===== config.mk =====
export PLATFORM = sky130hd
export DESIGN_NAME = adc_power_mode_control
export DESIGN_NICKNAME = d
export VERILOG_FILES = /design/src/hdl/adc_mode_pkg.sv /design/src/hdl/pin_sync.sv /design/src/hdl/adc_power_mode_control.sv
export SDC_FILE = /design/constraint.sdc
export NUM_CORES = 1
export LEC_CHECK = 0
export ABC_AREA = 0
export BUFFER_PORTS_ARGS = -buffer_cell sky130_fd_sc_hd__buf_2
export CORE_MARGIN = 8
export CORE_UTILIZATION = 30
export CTS_CLUSTER_SIZE = 12
export DETAILED_ROUTE_END_ITERATION = 10
export GPL_TIMING_DRIVEN = 1
export PLACE_DENSITY = 0.52
export SYNTH_ARGS = -nofsm -noshare
export SYNTH_HDL_FRONTEND = slang
export SYNTH_SLANG_ARGS = --single-unit

===== constraint.sdc =====
create_clock -name core_clk -period 3.9 [get_ports core_clk]
set_input_delay 0.195 -clock core_clk [delete_from_list [all_inputs] [get_ports core_clk]]
set_output_delay 0.195 -clock core_clk [all_outputs]
set_load 0.02 [all_outputs]

===== src/hdl/adc_mode_pkg.sv =====
// Constants for the converter power and mode controller.
// Assumes a 100 MHz core clock; all times are converted to cycles here.
package adc_mode_pkg;

  // Core clock rate and timer width
  localparam int CORE_MHZ = 100;
  localparam int TMR_W = 27;

  // Times as printed, at the 4.9152 MHz reference converter clock
  localparam real T_WAKE_INT_US = 7.95;
  localparam real T_WAKE_EXT_US = 0.16;
  localparam real T_WAKE_XTAL_MS = 5.6;
  localparam real T_PD_MIN_US = 26.0;
  localparam real T_ACT_FAST_MS = 12.46;
  localparam real T_ACT_SLOW_MS = 99.96;
  localparam real T_CAL_FAST_MS = 103.0;
  localparam real T_CAL_SLOW_MS = 803.0;
  localparam real T_NOCAL_FAST_MS = 52.51;
  localparam real T_NOCAL_SLOW_MS = 401.8;
  localparam real T_CONV_FAST_MS = 12.5;
  localparam real T_CONV_SLOW_MS = 100.0;

  // Cycle counts; tiny epsilon keeps exact products from rounding up
  localparam int CYC_WAKE_INT = int'($ceil(T_WAKE_INT_US * CORE_MHZ - 1.0e-6));
  localparam int CYC_WAKE_EXT = int'($ceil(T_WAKE_EXT_US * CORE_MHZ - 1.0e-6));
  localparam int CYC_WAKE_XTAL =
    int'($ceil(T_WAKE_XTAL_MS * 1000.0 * CORE_MHZ - 1.0e-6));
  localparam int CYC_PD_MIN = int'($ceil(T_PD_MIN_US * CORE_MHZ - 1.0e-6));
  localparam int CYC_ACT_FAST =
    int'($ceil(T_ACT_FAST_MS * 1000.0 * CORE_MHZ - 1.0e-6));
  localparam int CYC_ACT_SLOW =
    int'($ceil(T_ACT_SLOW_MS * 1000.0 * CORE_MHZ - 1.0e-6));
  localparam int CYC_CAL_FAST =
    int'($ceil(T_CAL_FAST_MS * 1000.0 * CORE_MHZ - 1.0e-6));
  localparam int CYC_CAL_SLOW =
    int'($ceil(T_CAL_SLOW_MS * 1000.0 * CORE_MHZ - 1.0e-6));
  localparam int CYC_NOCAL_FAST =
    int'($ceil(T_NOCAL_FAST_MS * 1000.0 * CORE_MHZ - 1.0e-6));
  localparam int CYC_NOCAL_SLOW =
    int'($ceil(T_NOCAL_SLOW_MS * 1000.0 * CORE_MHZ - 1.0e-6));
  localparam int CYC_CONV_FAST =
    int'($ceil(T_CONV_FAST_MS * 1000.0 * CORE_MHZ - 1.0e-6));
  localparam int CYC_CONV_SLOW =
    int'($ceil(T_CONV_SLOW_MS * 1000.0 * CORE_MHZ - 1.0e-6));

  // Serial clock pulses that request calibration on standby entry
  localparam logic [4:0] SCLK_CAL_CNT = 5'h19;

  // Gain codes and mux selections
  localparam logic [1:0] GAIN_128 = 2'h3;
  localparam logic [1:0] MUX_CH1 = 2'h0;
  localparam logic [1:0] MUX_CH2 = 2'h1;
  localparam logic [1:0] MUX_TEMP = 2'h2;

  // Clock source codes
  localparam logic [1:0] CLK_INT = 2'h0;
  localparam logic [1:0] CLK_EXT = 2'h1;
  localparam logic [1:0] CLK_XTAL = 2'h2;

  // Register offsets and reset values
  localparam logic [7:0] OFS_CTRL = 8'h00;
  localparam logic [7:0] OFS_STATUS = 8'h04;
  localparam logic [31:0] CTRL_RST = 32'h0000_0000;

  // Control field positions
  localparam int CTRL_OVR = 0;
  localparam int CTRL_GAIN = 1;
  localparam int CTRL_MUX = 3;
  localparam int CTRL_FAST = 5;

  // Status field positions
  localparam int ST_STATE = 0;
  localparam int ST_DRDY = 3;
  localparam int ST_ANALOG = 4;
  localparam int ST_CAL = 5;
  localparam int ST_CLK = 6;
  localparam int ST_PDSHORT = 8;
  localparam int ST_SCLKS = 9;

  // Operating modes
  typedef enum logic [2:0] {
    MODE_OFF, MODE_WAKE, MODE_RUN, MODE_STBY, MODE_SETTLE
  } mode_t;

endpackage : adc_mode_pkg


===== src/hdl/pin_sync.sv =====
// Three-stage synchroniser with agreement filter for pin inputs.
// Assumes the pins are asynchronous to core_clk.
`timescale 1ns/1ps
module pin_sync #(
  parameter int W = 1,
  parameter logic [W-1:0] INIT = '0
) (
  // Clock and reset
  input wire logic core_clk,
  input wire logic nrst,
  // Pins in, filtered levels out
  input wire logic [W-1:0] pin_in,
  output logic [W-1:0] pin_level
);

  logic [W-1:0] s1_r, s2_r, s3_r, lvl_r, lvl_nxt;

  // Level follows only once stages two and three agree
  always_comb begin
    lvl_nxt = ((s2_r ~^ s3_r) & s3_r) | ((s2_r ^ s3_r) & lvl_r);
  end

  // First stage feeds the second only
  always_ff @(posedge core_clk or negedge nrst) begin
    if (!nrst) begin
      s1_r <= INIT;
      s2_r <= INIT;
      s3_r <= INIT;
      lvl_r <= INIT;
    end else begin
      s1_r <= pin_in;
      s2_r <= s1_r;
      s3_r <= s2_r;
      lvl_r <= lvl_nxt;
    end
  end

  assign pin_level = lvl_r;

endmodule : pin_sync


===== src/hdl/adc_power_mode_control.sv =====
// Pin-driven power, standby and calibration sequencer with AHB-Lite view.
// Assumes all control pins are asynchronous; bus on core_clk.
//
// Our own choices: the register offsets and the AHB-Lite interface to the registers.
`timescale 1ns/1ps
// Functional notes
// - 25 sclk pulses then sclk held high requests calibration after wake.
// - Calibrated wake gives data ready after 103 ms fast, 803 ms slow.
// - First result after calibrated wake is flagged fully settled.
// - Held in power-down with analog off while pin is low.
// - Power-down clears mode, timers, sclk count and cal request; strap picks, clock source and short flag are kept.
// - Power-down accepted at any moment, even mid-readout.
// - Wake from power-down after 7.95 us, 0.16 us or 5.6 ms by clock.
// - Power-down pulses shorter than 26 us are flagged.
// - Times scale with converter clock period, +-3% on internal oscillator; here fixed cycle counts at the 4.9152 MHz reference clock.
// - Both gain straps high select gain 128.
// - Channel and temp straps low pick channel 1; rate low picks 10 SPS.
// - Grounded clock input: internal; open crystal pin: external; else crystal.
// - Sclk low leaves standby; sclk high holds it.
// - Standby starts after sclk high 12.46 ms fast or 99.96 ms slow.
module adc_power_mode_control #(
  parameter int ACT_FAST = adc_mode_pkg::CYC_ACT_FAST,
  parameter int ACT_SLOW = adc_mode_pkg::CYC_ACT_SLOW,
  parameter int CAL_FAST = adc_mode_pkg::CYC_CAL_FAST,
  parameter int CAL_SLOW = adc_mode_pkg::CYC_CAL_SLOW,
  parameter int NOCAL_FAST = adc_mode_pkg::CYC_NOCAL_FAST,
  parameter int NOCAL_SLOW = adc_mode_pkg::CYC_NOCAL_SLOW,
  parameter int CONV_FAST = adc_mode_pkg::CYC_CONV_FAST,
  parameter int CONV_SLOW = adc_mode_pkg::CYC_CONV_SLOW,
  parameter int WAKE_XTAL = adc_mode_pkg::CYC_WAKE_XTAL
) (
  // Clock and reset
  input wire logic core_clk,
  input wire logic nrst,
  // Host control pins
  input wire logic sclk,
  input wire logic power_down_n_pin,
  // Strap pins
  input wire logic [1:0] gain_select,
  input wire logic channel_select,
  input wire logic temp_select,
  input wire logic rate_select,
  input wire logic clock_input_grounded,
  input wire logic crystal_output_open,
  // Converter controls
  output logic ready_and_result_out,
  output logic analog_on,
  output logic offset_cal_active,
  output logic result_settled,
  output logic [1:0] pga_gain,
  output logic [1:0] mux_channel,
  output logic rate_fast,
  output logic [1:0] clock_source,
  // AHB-Lite slave
  input wire logic hsel,
  input wire logic [31:0] haddr,
  input wire logic [1:0] htrans,
  input wire logic hwrite,
  input wire logic [2:0] hsize,
  input wire logic [31:0] hwdata,
  input wire logic hready,
  output logic [31:0] hrdata,
  output logic hreadyout,
  output logic hresp
);

  localparam int TW = adc_mode_pkg::TMR_W;
  localparam int PDW = 12;

  // Synchronised pins
  logic [8:0] pins_s;
  logic sclk_s, pd_n_s, chan_s, temp_s, rate_s, gnd_s, open_s;
  logic [1:0] gain_s;

  pin_sync #(.W(9), .INIT(9'h000)) u_sync (
    .core_clk(core_clk),
    .nrst(nrst),
    .pin_in({sclk, power_down_n_pin, gain_select, channel_select,
             temp_select, rate_select, clock_input_grounded,
             crystal_output_open}),
    .pin_level(pins_s)
  );
  assign {sclk_s, pd_n_s, gain_s, chan_s, temp_s, rate_s, gnd_s, open_s} =
    pins_s;

  // Bus state
  logic [31:0] ctrl_r, ctrl_nxt, hrdata_r, hrdata_nxt;
  logic wr_pend_r, wr_pend_nxt, hreadyout_r;
  logic [7:0] wr_addr_r, wr_addr_nxt;
  logic pd_short_clr;

  // Mode state
  adc_mode_pkg::mode_t mode_r, mode_nxt;
  logic [TW-1:0] tmr_r, tmr_nxt, hi_r, hi_nxt, dwell_r, dwell_nxt;
  logic [PDW-1:0] pd_low_r, pd_low_nxt;
  logic [4:0] sclks_r, sclks_nxt;
  logic sclk_d_r, cal_r, cal_nxt, pd_short_r, pd_short_nxt;
  logic drdy_r, drdy_nxt, settled_r, settled_nxt;
  logic analog_r, analog_nxt, cal_act_r, cal_act_nxt;
  logic [1:0] gain_r, gain_nxt, mux_r, mux_nxt, src_r, src_nxt;
  logic fast_r, fast_nxt;
  logic [TW-1:0] act_cyc, conv_cyc, settle_cyc, wake_cyc;

  // Figures picked by rate and clock source
  always_comb begin
    act_cyc = fast_r ? TW'(ACT_FAST) : TW'(ACT_SLOW);
    conv_cyc = fast_r ? TW'(CONV_FAST) : TW'(CONV_SLOW);
    if (cal_r) begin
      settle_cyc = fast_r ? TW'(CAL_FAST) : TW'(CAL_SLOW);
    end else begin
      settle_cyc = fast_r ? TW'(NOCAL_FAST) : TW'(NOCAL_SLOW);
    end
    unique case (src_nxt)
      adc_mode_pkg::CLK_EXT: wake_cyc = TW'(adc_mode_pkg::CYC_WAKE_EXT);
      adc_mode_pkg::CLK_XTAL: wake_cyc = TW'(WAKE_XTAL);
      default: wake_cyc = TW'(adc_mode_pkg::CYC_WAKE_INT);
    endcase
  end

  // Mode sequencer next state
  always_comb begin
    mode_nxt = mode_r;
    tmr_nxt = tmr_r;
    hi_nxt = hi_r;
    pd_low_nxt = pd_low_r;
    sclks_nxt = sclks_r;
    cal_nxt = cal_r;
    drdy_nxt = drdy_r;
    settled_nxt = settled_r;
    gain_nxt = gain_r;
    mux_nxt = mux_r;
    src_nxt = src_r;
    fast_nxt = fast_r;
    pd_short_nxt = pd_short_r & ~pd_short_clr;
    if (!pd_n_s) begin
      // Low pin wins over every mode, even mid-readout
      mode_nxt = adc_mode_pkg::MODE_OFF;
      tmr_nxt = '0;
      hi_nxt = '0;
      sclks_nxt = '0;
      cal_nxt = 1'b0;
      drdy_nxt = 1'b1;
      settled_nxt = 1'b0;
      if (pd_low_r != PDW'(adc_mode_pkg::CYC_PD_MIN)) begin
        pd_low_nxt = pd_low_r + PDW'(1);
      end
    end else begin
      unique case (mode_r)
        adc_mode_pkg::MODE_OFF: begin
          // Straps are caught as power-down is released
          if (ctrl_r[adc_mode_pkg::CTRL_OVR]) begin
            gain_nxt = ctrl_r[adc_mode_pkg::CTRL_GAIN +: 2];
            mux_nxt = ctrl_r[adc_mode_pkg::CTRL_MUX +: 2];
            fast_nxt = ctrl_r[adc_mode_pkg::CTRL_FAST];
          end else begin
            gain_nxt = gain_s;
            mux_nxt = temp_s ? adc_mode_pkg::MUX_TEMP :
                      (chan_s ? adc_mode_pkg::MUX_CH2 :
                       adc_mode_pkg::MUX_CH1);
            fast_nxt = rate_s;
          end
          if (gnd_s) begin
            src_nxt = adc_mode_pkg::CLK_INT;
          end else if (open_s) begin
            src_nxt = adc_mode_pkg::CLK_EXT;
          end else begin
            src_nxt = adc_mode_pkg::CLK_XTAL;
          end
          if (pd_low_r < PDW'(adc_mode_pkg::CYC_PD_MIN)) begin
            pd_short_nxt = 1'b1;
          end
          pd_low_nxt = '0;
          tmr_nxt = wake_cyc - TW'(1);
          mode_nxt = adc_mode_pkg::MODE_WAKE;
        end
        adc_mode_pkg::MODE_WAKE: begin
          if (tmr_r == '0) begin
            tmr_nxt = conv_cyc - TW'(1);
            mode_nxt = adc_mode_pkg::MODE_RUN;
          end else begin
            tmr_nxt = tmr_r - TW'(1);
          end
        end
        adc_mode_pkg::MODE_RUN: begin
          // Conversion clock keeps going during readout
          if (tmr_r == '0) begin
            tmr_nxt = conv_cyc - TW'(1);
            drdy_nxt = 1'b0;
            sclks_nxt = '0;
            settled_nxt = 1'b0;
          end else begin
            tmr_nxt = tmr_r - TW'(1);
          end
          if (sclk_s && !sclk_d_r) begin
            drdy_nxt = 1'b1;
            settled_nxt = 1'b0;
            if (sclks_r != 5'h1f) begin
              sclks_nxt = sclks_r + 5'h01;
            end
          end
          if (sclk_s) begin
            if (hi_r == act_cyc - TW'(1)) begin
              mode_nxt = adc_mode_pkg::MODE_STBY;
              // The hold rise is counted too, so 25 pulses read as 26
              cal_nxt = (sclks_r == adc_mode_pkg::SCLK_CAL_CNT + 5'h01);
              drdy_nxt = 1'b1;
              hi_nxt = '0;
            end else begin
              hi_nxt = hi_r + TW'(1);
            end
          end else begin
            hi_nxt = '0;
          end
        end
        adc_mode_pkg::MODE_STBY: begin
          if (!sclk_s) begin
            mode_nxt = adc_mode_pkg::MODE_SETTLE;
            tmr_nxt = settle_cyc - TW'(1);
            sclks_nxt = '0;
          end
        end
        adc_mode_pkg::MODE_SETTLE: begin
          drdy_nxt = 1'b1;
          if (tmr_r == '0) begin
            mode_nxt = adc_mode_pkg::MODE_RUN;
            tmr_nxt = conv_cyc - TW'(1);
            drdy_nxt = 1'b0;
            settled_nxt = cal_r;
            cal_nxt = 1'b0;
          end else begin
            tmr_nxt = tmr_r - TW'(1);
          end
        end
        default: mode_nxt = adc_mode_pkg::MODE_OFF;
      endcase
    end
    analog_nxt = (mode_nxt == adc_mode_pkg::MODE_WAKE) ||
                 (mode_nxt == adc_mode_pkg::MODE_RUN) ||
                 (mode_nxt == adc_mode_pkg::MODE_SETTLE);
    cal_act_nxt = (mode_nxt == adc_mode_pkg::MODE_SETTLE) && cal_nxt;
    dwell_nxt = (mode_nxt == mode_r) ? dwell_r + TW'(1) : '0;
  end

  // Mode sequencer registers
  always_ff @(posedge core_clk or negedge nrst) begin
    if (!nrst) begin
      mode_r <= adc_mode_pkg::MODE_OFF;
      tmr_r <= '0;
      hi_r <= '0;
      dwell_r <= '0;
      pd_low_r <= '0;
      sclks_r <= '0;
      sclk_d_r <= 1'b0;
      cal_r <= 1'b0;
      pd_short_r <= 1'b0;
      drdy_r <= 1'b1;
      settled_r <= 1'b0;
      analog_r <= 1'b0;
      cal_act_r <= 1'b0;
      gain_r <= '0;
      mux_r <= '0;
      src_r <= '0;
      fast_r <= 1'b0;
    end else begin
      mode_r <= mode_nxt;
      tmr_r <= tmr_nxt;
      hi_r <= hi_nxt;
      dwell_r <= dwell_nxt;
      pd_low_r <= pd_low_nxt;
      sclks_r <= sclks_nxt;
      sclk_d_r <= sclk_s;
      cal_r <= cal_nxt;
      pd_short_r <= pd_short_nxt;
      drdy_r <= drdy_nxt;
      settled_r <= settled_nxt;
      analog_r <= analog_nxt;
      cal_act_r <= cal_act_nxt;
      gain_r <= gain_nxt;
      mux_r <= mux_nxt;
      src_r <= src_nxt;
      fast_r <= fast_nxt;
    end
  end

  // Bus slave: zero wait states, read data registered in address phase
  always_comb begin
    ctrl_nxt = ctrl_r;
    hrdata_nxt = hrdata_r;
    wr_pend_nxt = 1'b0;
    wr_addr_nxt = wr_addr_r;
    pd_short_clr = 1'b0;
    if (wr_pend_r) begin
      if (wr_addr_r == adc_mode_pkg::OFS_CTRL) begin
        ctrl_nxt = {26'h0, hwdata[5:0]};
      end else if (wr_addr_r == adc_mode_pkg::OFS_STATUS) begin
        pd_short_clr = hwdata[adc_mode_pkg::ST_PDSHORT];
      end
    end
    if (hsel && hready && htrans[1]) begin
      wr_pend_nxt = hwrite;
      wr_addr_nxt = {haddr[7:2], 2'h0};
      if (!hwrite) begin
        unique case ({haddr[7:2], 2'h0})
          adc_mode_pkg::OFS_CTRL: hrdata_nxt = ctrl_r;
          adc_mode_pkg::OFS_STATUS: hrdata_nxt = {18'h0, sclks_r,
            pd_short_r, src_r, cal_act_r, analog_r, drdy_r, mode_r};
          default: hrdata_nxt = 32'h0000_0000;
        endcase
      end
    end
  end

  // Bus registers
  always_ff @(posedge core_clk or negedge nrst) begin
    if (!nrst) begin
      ctrl_r <= adc_mode_pkg::CTRL_RST;
      hrdata_r <= 32'h0000_0000;
      wr_pend_r <= 1'b0;
      wr_addr_r <= 8'h00;
      hreadyout_r <= 1'b0;
    end else begin
      ctrl_r <= ctrl_nxt;
      hrdata_r <= hrdata_nxt;
      wr_pend_r <= wr_pend_nxt;
      wr_addr_r <= wr_addr_nxt;
      hreadyout_r <= 1'b1;
    end
  end

  // Outputs straight from flops, except hresp tied low
  assign ready_and_result_out = drdy_r;
  assign analog_on = analog_r;
  assign offset_cal_active = cal_act_r;
  assign result_settled = settled_r;
  assign pga_gain = gain_r;
  assign mux_channel = mux_r;
  assign rate_fast = fast_r;
  assign clock_source = src_r;
  assign hrdata = hrdata_r;
  assign hreadyout = hreadyout_r;
  assign hresp = 1'b0;
endmodule : adc_power_mode_control


==> results of run 1 <==
[report_power, final]
group          switching (mW)  internal (mW)  total [mW]
Combinational           0.603          0.314       0.917
Clock                   0.832          0.877        1.71
Sequential              0.156           1.71        1.87
Total                    1.59           2.90        4.50
[logic make-up after synthesis]
logic type      after synthesis  share of synthesized area (%)
mux                          23                           3.02
simple gates                277                           18.7
compound gates              240                           19.7
xor+xnor                     13                           1.41
fa+ha+maj                    28                           4.33
flops                       152                           47.0
other cells                   2                         0.0928
buf+inv                     100                           5.77
[worst reg2reg max path: stages, from the launching register on]
cell      delay (ps)
dfrtp_1          540
nor3_2           420
nand2_1          210
o31a_1           320
inv_1            110
ha_1             150
inv_1             60
ha_1             190
a21boi_0         210
a22oi_1          130
a211oi_1         570
a22oi_1          150
o31ai_1          110
[how the worst max path moves through the flow]
stage	endpoint	slack (ps)	cells after the start
2_1_floorplan	tmr_r[20]	1170	14
5_1_grt	tmr_r[20]	270	12
4_1_cts	tmr_r[23]	660	12
3_3_place_gp	tmr_r[20]	710	12
6_report	tmr_r[23]	650	12
3_5_place_dp	tmr_r[23]	670	12
[synth_stat cells, types with 6 or more instances]
library cell | count | area (um2)
a21o_1 | 14 | 105
a21oi_1 | 29 | 145
a22o_1 | 13 | 114
a22oi_1 | 6 | 45.0
a31oi_1 | 40 | 250
and2_1 | 8 | 50.1
and3_1 | 11 | 68.8
buf_2 | 7 | 35.0
buf_4 | 20 | 150
clkbuf_1 | 35 | 131
dfrtp_1 | 151 | 3780
ha_1 | 28 | 350
inv_1 | 35 | 131
mux2_2 | 11 | 124
mux2i_1 | 12 | 120
nand2_1 | 56 | 210
nand2b_1 | 6 | 37.5
nand3_1 | 44 | 220
nand4_1 | 18 | 113
nor2_1 | 37 | 139
nor3_1 | 29 | 145
nor4_1 | 10 | 62.6
o211ai_1 | 10 | 75.1
o21ai_0 | 61 | 305
o22ai_1 | 7 | 43.8
o31ai_1 | 11 | 82.6
or3_1 | 15 | 93.8
or4_1 | 7 | 52.6
xnor2_1 | 9 | 78.8
[sequential cells by signal, summed over array words and instances, names as in the netlist, 6 cells and up]
signal / flops
hrdata: 14
u_sync.s1_r: 9
u_sync.s2_r: 9
pd_low_r: 12
tmr_r: 27
u_sync.s3_r: 9
hi_r: 27
ctrl_r: 6
u_sync.pin_level: 9
wr_addr_r: 6
[cell type report]
type / instances / share of cell area, %
clock buffer: 17 / 4.49
clock inverter: 15 / 2.07
inverter: 35 / 1.39
multi-input combinational: 601 / 41.1
sequential: 152 / 40.2
tap: 341 / 4.50
timing repair buffer: 90 / 6.30
[per-layer routing]
layer  wire, um  share of wire, %
met5          0                 0
met4        278               1.3
met3        980               4.4
met2      10400                47
met1      10500                47
[timing repair]
| item | in CTS | in global routing |
|---|---|---|
| endpoints found under the setup margin | 0 | 0 |
| hold buffers | 19 | 0 |
| gates resized for setup | 0 | 0 |
| endpoints found under the hold margin | 109 | 0 |
==> flow_summary.json, run 1 <==
{
  "dp.cells": 1200,
  "gr-total-overflow": 0,
  "synth_cell_types": 69,
  "antenna_found_initial": 0,
  "cp_cell_sequence": "nor3_2, nand2_1, o31a_1, inv_1, ha_1, inv_1, ha_1, a21boi_0, a22oi_1, a211oi_1, a22oi_1, o31ai_1",
  "status": "completed",
  "ff_latch_area_um2": 3800,
  "grt_pass1_vias": 6573,
  "start_util_pct": 30.3,
  "dp_slack_ps": 668,
  "cp-start-kind": "flop",
  "ys_seq_area_share_pct": 47.0,
  "grt_max_degree": 95,
  "yosysWarnings": 0,
  "crit_family": "compound AO/OA/AOI/OAI gates",
  "async_flop_share_pct": 100,
  "p_leak_nw": 4.10,
  "track_usage_pct": 13.7,
  "numCtsBuffers": 17,
  "cp_max_fo": 14,
  "final_common_cell": "dfrtp_1",
  "path_buf_inv": 2,
  "rrSetupSlack_ps": 650,
  "wirelength_um": 22100,
  "r2r.worst_path.cells": 12,
  "antenna_cells": 0,
  "wire_per_inst_um": 17.7,
  "post-route-min-period_ps": 3250,
  "fin_worst_skew_ps": 13.3,
  "stdcell_count": 1251,
  "crit_start": "mode_r[1]",
  "tightest_slew_ps": 975,
  "worstSetupEndpointType": "flop",
  "post_dp_cell_area_um2": 8660,
  "vias": 6736,
  "power_mw": 4.50,
  "ys.flop_type": "dfrtp_1",
  "drc_errors": 0,
  "cp_slowest_cell": "a211oi_1",
  "grt_use_met2_pct": 21.4,
  "fillers": 2715,
  "num-nets-final": 1008,
  "drt-pass1-iter-count": 6,
  "max_slew_margin_pct": 34.5,
  "min_delay_path_depth": 2,
  "cts-root-buf": "clkbuf_16",
  "gp_congestion": 0.871,
  "busiest_layer": "met2",
  "grt_use_met3_pct": 2.94,
  "cts_tree": "yes",
  "die_w_um": 180,
  "fin_setup_tns_ps": 0,
  "setup_viol": 0,
  "pwr_density_cell_nw_per_um2": 474,
  "drtAntennaViolNets": 0,
  "clk_latency_ps": 440,
  "clk_path_buf_depth": 2,
  "critical_path_arrival_ps": 3590,
  "multi_input_area_um2": 3890,
  "reg2reg_from": "mode_r[1]",
  "syn_area_per_cell_um2": 9.69,
  "dp_hpwl_um": 15300,
  "core_um2": 26700,
  "r2r-end": "tmr_r[23]",
  "clkSlewWorstSetupHoldPaths_ps": 80,
  "drv_slew": 0,
  "drtIter0Drc": 519,
  "synth_area_um2": 8090,
  "maxCapViolations": 0,
  "num_rows": 60,
  "post_route_cells_drive_above_1_share_pct": 14.6,
  "portBuffers": 53,
  "hp-start": "hwdata[2]",
  "max_clock_freq_mhz": 308,
  "synthCells": 835,
  "die_h_um": 180,
  "max_stage_delay_ps": 570,
  "fin_ws_ps": 650,
  "final_cell_mix": "dfrtp_1, o21ai_0, nand2_1, buf_2, nand3_1",
  "area_growth_pct": 17.1,
  "hold_path_end": "ctrl_r[2]",
  "cts_setup_buffers": 0,
  "grt_use_met1_pct": 19.0,
  "rsz0062_at_grt": "false",
  "hold_viol": 0,
  "post-route-cell-area_um2": 9470,
  "post-route-period-util_pct": 83.3,
  "crit_type": "reg -> reg",
  "dieArea_um2": 32500,
  "holdWs_ps": 22.4,
  "pin_count": 128,
  "synth-seq-cells": 152,
  "required_ps": 4240,
  "fin_util_pct": 35.4,
  "vias_per_cell": 5.38,
  "hold_class": "in -> reg",
  "clock_sinks": 152,
  "synth_edf_count": 0,
  "vdd_drop_max_mv": 0.222,
  "htree_num_levels": 4,
  "grt_pass1_wl_um": 36500
}
Power figures use the tool's default switching activity.
==> inputs of run 2 (changes only) <==
--- a/config.mk
+++ b/config.mk
@@ -12,7 +12,7 @@
 export CTS_CLUSTER_SIZE = 12
 export DETAILED_ROUTE_END_ITERATION = 10
 export GPL_TIMING_DRIVEN = 1
-export PLACE_DENSITY = 0.52
+export PLACE_DENSITY = 0.53
 export SYNTH_ARGS = -nofsm -noshare
 export SYNTH_HDL_FRONTEND = slang
 export SYNTH_SLANG_ARGS = --single-unit
==> constraint.sdc (replaced) <==
create_clock -name core_clk -period 2.7 [get_ports core_clk]
set_input_delay 0.135 -clock core_clk [delete_from_list [all_inputs] [get_ports core_clk]]
set_output_delay 0.135 -clock core_clk [all_outputs]
set_load 0.02 [all_outputs]
==> flow_summary.json, run 2 (synthesized netlist as in run 1, its figures left out) <==
{
  "die_w_um": 180,
  "cts_tree": "yes",
  "dieArea_um2": 32500,
  "min_delay_path_depth": 3,
  "hp-start": "hwdata[8]",
  "gr-total-overflow": 0,
  "num_rows": 60,
  "drv_slew": 0,
  "portBuffers": 53,
  "p_leak_nw": 4.28,
  "drtIter0Drc": 398,
  "power_mw": 6.49,
  "wirelength_um": 22500,
  "vias": 6840,
  "dp_slack_ps": 100,
  "area_growth_pct": 20.4,
  "reg2reg_from": "tmr_r[0]",
  "grt_max_degree": 79,
  "setup_viol": 0,
  "critical_path_arrival_ps": 2890,
  "post_route_cells_drive_above_1_share_pct": 17.9,
  "antenna_cells": 0,
  "numCtsBuffers": 17,
  "final_cell_mix": "dfrtp_1, o21ai_0, nand2_1, buf_2, buf_4",
  "vias_per_cell": 5.31,
  "final_common_cell": "dfrtp_1",
  "r2r-end": "tmr_r[3]",
  "die_h_um": 180,
  "drt-pass1-iter-count": 7,
  "dp.cells": 1234,
  "clkSlewWorstSetupHoldPaths_ps": 70,
  "htree_num_levels": 4,
  "grt_pass1_wl_um": 36900,
  "rrSetupSlack_ps": 180,
  "stdcell_count": 1289,
  "track_usage_pct": 14.0,
  "fin_worst_skew_ps": 12.8,
  "wire_per_inst_um": 17.4,
  "gp_congestion": 0.864,
  "cp_max_fo": 8,
  "max_clock_freq_mhz": 397,
  "fin_setup_tns_ps": 0,
  "pin_count": 128,
  "vdd_drop_max_mv": 0.668,
  "num-nets-final": 1046,
  "hold_path_end": "pd_short_r",
  "start_util_pct": 30.3,
  "hold_class": "in -> reg",
  "fin_util_pct": 36.5,
  "max_slew_margin_pct": 25.6,
  "r2r.worst_path.cells": 9,
  "clock_sinks": 152,
  "hold_viol": 0,
  "post-route-period-util_pct": 93.4,
  "drtAntennaViolNets": 0,
  "grt_pass1_vias": 6771,
  "status": "completed",
  "cp-start-kind": "flop",
  "core_um2": 26700,
  "pwr_density_cell_nw_per_um2": 667,
  "cts-root-buf": "clkbuf_16",
  "drc_errors": 0,
  "clk_path_buf_depth": 2,
  "post-route-min-period_ps": 2520,
  "required_ps": 3070,
  "crit_type": "reg -> reg",
  "tightest_slew_ps": 1110,
  "fin_ws_ps": 178,
  "antenna_found_initial": 0,
  "clk_latency_ps": 440,
  "dp_hpwl_um": 15800,
  "maxCapViolations": 0,
  "rsz0062_at_grt": "false",
  "worstSetupEndpointType": "flop"
}
-- run 2: what timing repair did --
| action | CTS | global route |
|---|---|---|
| hold buffers | 22 | 0 |
| setup buffers | 0 | 1 |
| endpoints found under the setup margin | 0 | 7 |
| endpoints found under the hold margin | 95 | 0 |
| gates resized for setup | 0 | 2 |
-- run 2: worst max-delay path, stage by stage, from the launching register on --
cell and delay, ps:
dfrtp_1 400, inv_1 120, ha_1 190, or4b_1 520, nor4_4 230, buf_4 190
buf_4 170, a31oi_2 220, a211o_1 350, nand2_1 60
-- run 2: per-layer routing --
layer / global-route usage [%] / routed length [um]
met5: 0 / 0
met2: 22.2 / 10500
met3: 3.39 / 810
met1: 18.5 / 10800
met4: 4.43 / 417
-- run 2: power breakdown --
group	internal (mW)	switching (mW)
sequential	2.48	0.206
combinational	0.543	0.917
clock	1.24	1.11
total	4.27	2.23
-- run 2: per-stage QoR --
stage	area [um2]	hold WS, ps
after global routing	9740	43.5
final	9740	40.1
after detailed placement	8930	241
after CTS	9730	29.2
after floorplan	8160	-161
after global placement	8930	245
-- run 2: final cells by class --
class                           instances  area [um2]
Clock buffer                           18         439
Multi-Input combinational cell        601        3900
Timing Repair Buffer                  128         902
Sequential cell                       152        3800
Fill cell                            2700       17000
Tap cell                              341         427
Inverter                               35         131
Clock inverter                         14         135
-- run 2: worst max-delay path by stage --
stage                     startpoint        end  slack, ps  depth (start not counted)
after CTS                  mode_r[1]  tmr_r[23]         90                         12
after global placement      tmr_r[0]   tmr_r[3]        130                          9
after global routing        tmr_r[0]  analog_on         20                          9
after detailed placement   mode_r[1]  tmr_r[23]        100                         12
final                       tmr_r[0]   tmr_r[3]        180                          9
after floorplan            mode_r[2]  tmr_r[20]         40                         14
==> inputs of run 3 (changes only) <==
--- a/config.mk
+++ b/config.mk
@@ -12,7 +12,7 @@
 export CTS_CLUSTER_SIZE = 12
 export DETAILED_ROUTE_END_ITERATION = 10
 export GPL_TIMING_DRIVEN = 1
-export PLACE_DENSITY = 0.53
+export PLACE_DENSITY = 0.52
 export SYNTH_ARGS = -nofsm -noshare
 export SYNTH_HDL_FRONTEND = slang
 export SYNTH_SLANG_ARGS = --single-unit
==> constraint.sdc (replaced) <==
create_clock -name core_clk -period 2.9 [get_ports core_clk]
set_input_delay 0.145 -clock core_clk [delete_from_list [all_inputs] [get_ports core_clk]]
set_output_delay 0.145 -clock core_clk [all_outputs]
set_load 0.02 [all_outputs]
==> flow_summary.json, run 3 (synthesized netlist as in run 1, its figures left out) <==
{
  "crit_family": "compound AO/OA/AOI/OAI gates",
  "critical_path_arrival_ps": 2970,
  "status": "completed",
  "drv_slew": 0,
  "clkSlewWorstSetupHoldPaths_ps": 70,
  "p_leak_nw": 4.27,
  "cts-root-buf": "clkbuf_16",
  "clk_latency_ps": 440,
  "worstSetupEndpointType": "flop",
  "hold_class": "in -> reg",
  "dieArea_um2": 32500,
  "maxCapViolations": 0,
  "numCtsBuffers": 17,
  "clock_sinks": 152,
  "cp-start-kind": "flop",
  "rsz0062_at_grt": "false",
  "drc_errors": 0,
  "final_cell_mix": "dfrtp_1, o21ai_0, nand2_1, buf_2, buf_4",
  "dp_hpwl_um": 15700,
  "drtAntennaViolNets": 0,
  "path_buf_inv": 3,
  "grt_max_degree": 66,
  "cp_slowest_cell": "dfrtp_1",
  "drtIter0Drc": 603,
  "fin_setup_tns_ps": 0,
  "antenna_cells": 0,
  "max_slew_margin_pct": 23.0,
  "cts_setup_buffers": 0,
  "gr-total-overflow": 0,
  "required_ps": 3260,
  "area_growth_pct": 20.4,
  "pin_count": 128,
  "die_h_um": 180,
  "cp_max_fo": 5,
  "core_um2": 26700,
  "dp_slack_ps": 295,
  "fin_util_pct": 36.5,
  "tightest_slew_ps": 1150,
  "setup_viol": 0,
  "vias_per_cell": 5.34,
  "hold_buffers": 22,
  "post-route-period-util_pct": 90.0,
  "htree_num_levels": 4,
  "vdd_drop_max_mv": 0.442,
  "die_w_um": 180,
  "max_clock_freq_mhz": 383,
  "cp_cell_sequence": "nor3_2, nand2_1, o31a_1, inv_1, ha_1, inv_1, ha_1, a21boi_0, a22oi_1, a211oi_1, buf_4, nand2_1, o21ai_0",
  "drt-pass1-iter-count": 6,
  "fin_worst_skew_ps": 13.3,
  "num-nets-final": 1039,
  "num_rows": 60,
  "max_stage_delay_ps": 380,
  "vias": 6841,
  "wirelength_um": 22600,
  "start_util_pct": 30.3,
  "post-route-min-period_ps": 2610,
  "post_route_cells_drive_above_1_share_pct": 17.1,
  "final_common_cell": "dfrtp_1",
  "antenna_found_initial": 0,
  "cts_tree": "yes",
  "hold_viol": 0,
  "pwr_density_cell_nw_per_um2": 644,
  "holdWs_ps": 34.3,
  "track_usage_pct": 14.2,
  "wire_per_inst_um": 17.6,
  "crit_type": "reg -> reg",
  "ctsResizeCount": 0,
  "post-route-cell-area_um2": 9740,
  "clk_path_buf_depth": 2,
  "grt_pass1_vias": 6916,
  "fin_ws_ps": 291,
  "rrSetupSlack_ps": 290,
  "portBuffers": 53,
  "gp_congestion": 0.852,
  "post_dp_cell_area_um2": 8880,
  "grt_pass1_wl_um": 37600
}
## run 3: cell count changes in the layout (fill, tap and decap cells not counted), sizes merged
| cell | before | now |
|---|---|---|
| buf | 106 | 99 |
| clkinv | 6 | 1 |
| bufinv | 0 | 3 |
| inv | 42 | 44 |
## run 3: path summary, 6_finish.rpt
kind / from / endpoint / cells after the start
max: mode_r[1] / tmr_r[20] / 13
min: hwdata[8] / pd_short_r / 3
max reg2reg: mode_r[1] / tmr_r[20] / 13
min reg2reg: u_sync.s1_r[2] / u_sync.s2_r[2] / 0
max in group asynchronous: nrst / hrdata[3] / 3
min in group asynchronous: nrst / tmr_r[2] / 2
## run 3: cell type report
cell class / instances / area, um2
Clock buffer: 18 / 439
Clock inverter: 14 / 198
Fill cell: 2715 / 17000
Inverter: 35 / 131
Multi-Input combinational cell: 601 / 3890
Sequential cell: 152 / 3800
Tap cell: 341 / 427
Timing Repair Buffer: 121 / 850
## run 3: report_power, final
group | leakage [nW] | internal, mW | switching [mW]
clock network | 0.312 | 1.42 | 1.01
registers | 1.98 | 2.31 | 0.193
logic | 1.98 | 0.508 | 0.843
total | 4.27 | 4.23 | 2.04
## run 3: routing by layer
metal	routed length [um]	GRT usage, %	vias to the layer above
met5	0	0	-
met4	366	4.13	0
met3	1100	3.29	34
met2	10800	22.7	177
met1	10400	18.9	3361
li1	-	-	3269
## run 3: tightest hold or removal path, stage by stage
cell     delay [ps]
buf_2           100
nand4_1          70
a22o_1          120
## run 3: per-stage QoR
stage          power [mW]  std cells
4_1_cts              6.34       1282
3_3_place_gp         3.85       1228
5_1_grt              6.60       1282
2_1_floorplan        3.35        853
6_report             6.27       1282
3_5_place_dp         3.86       1228
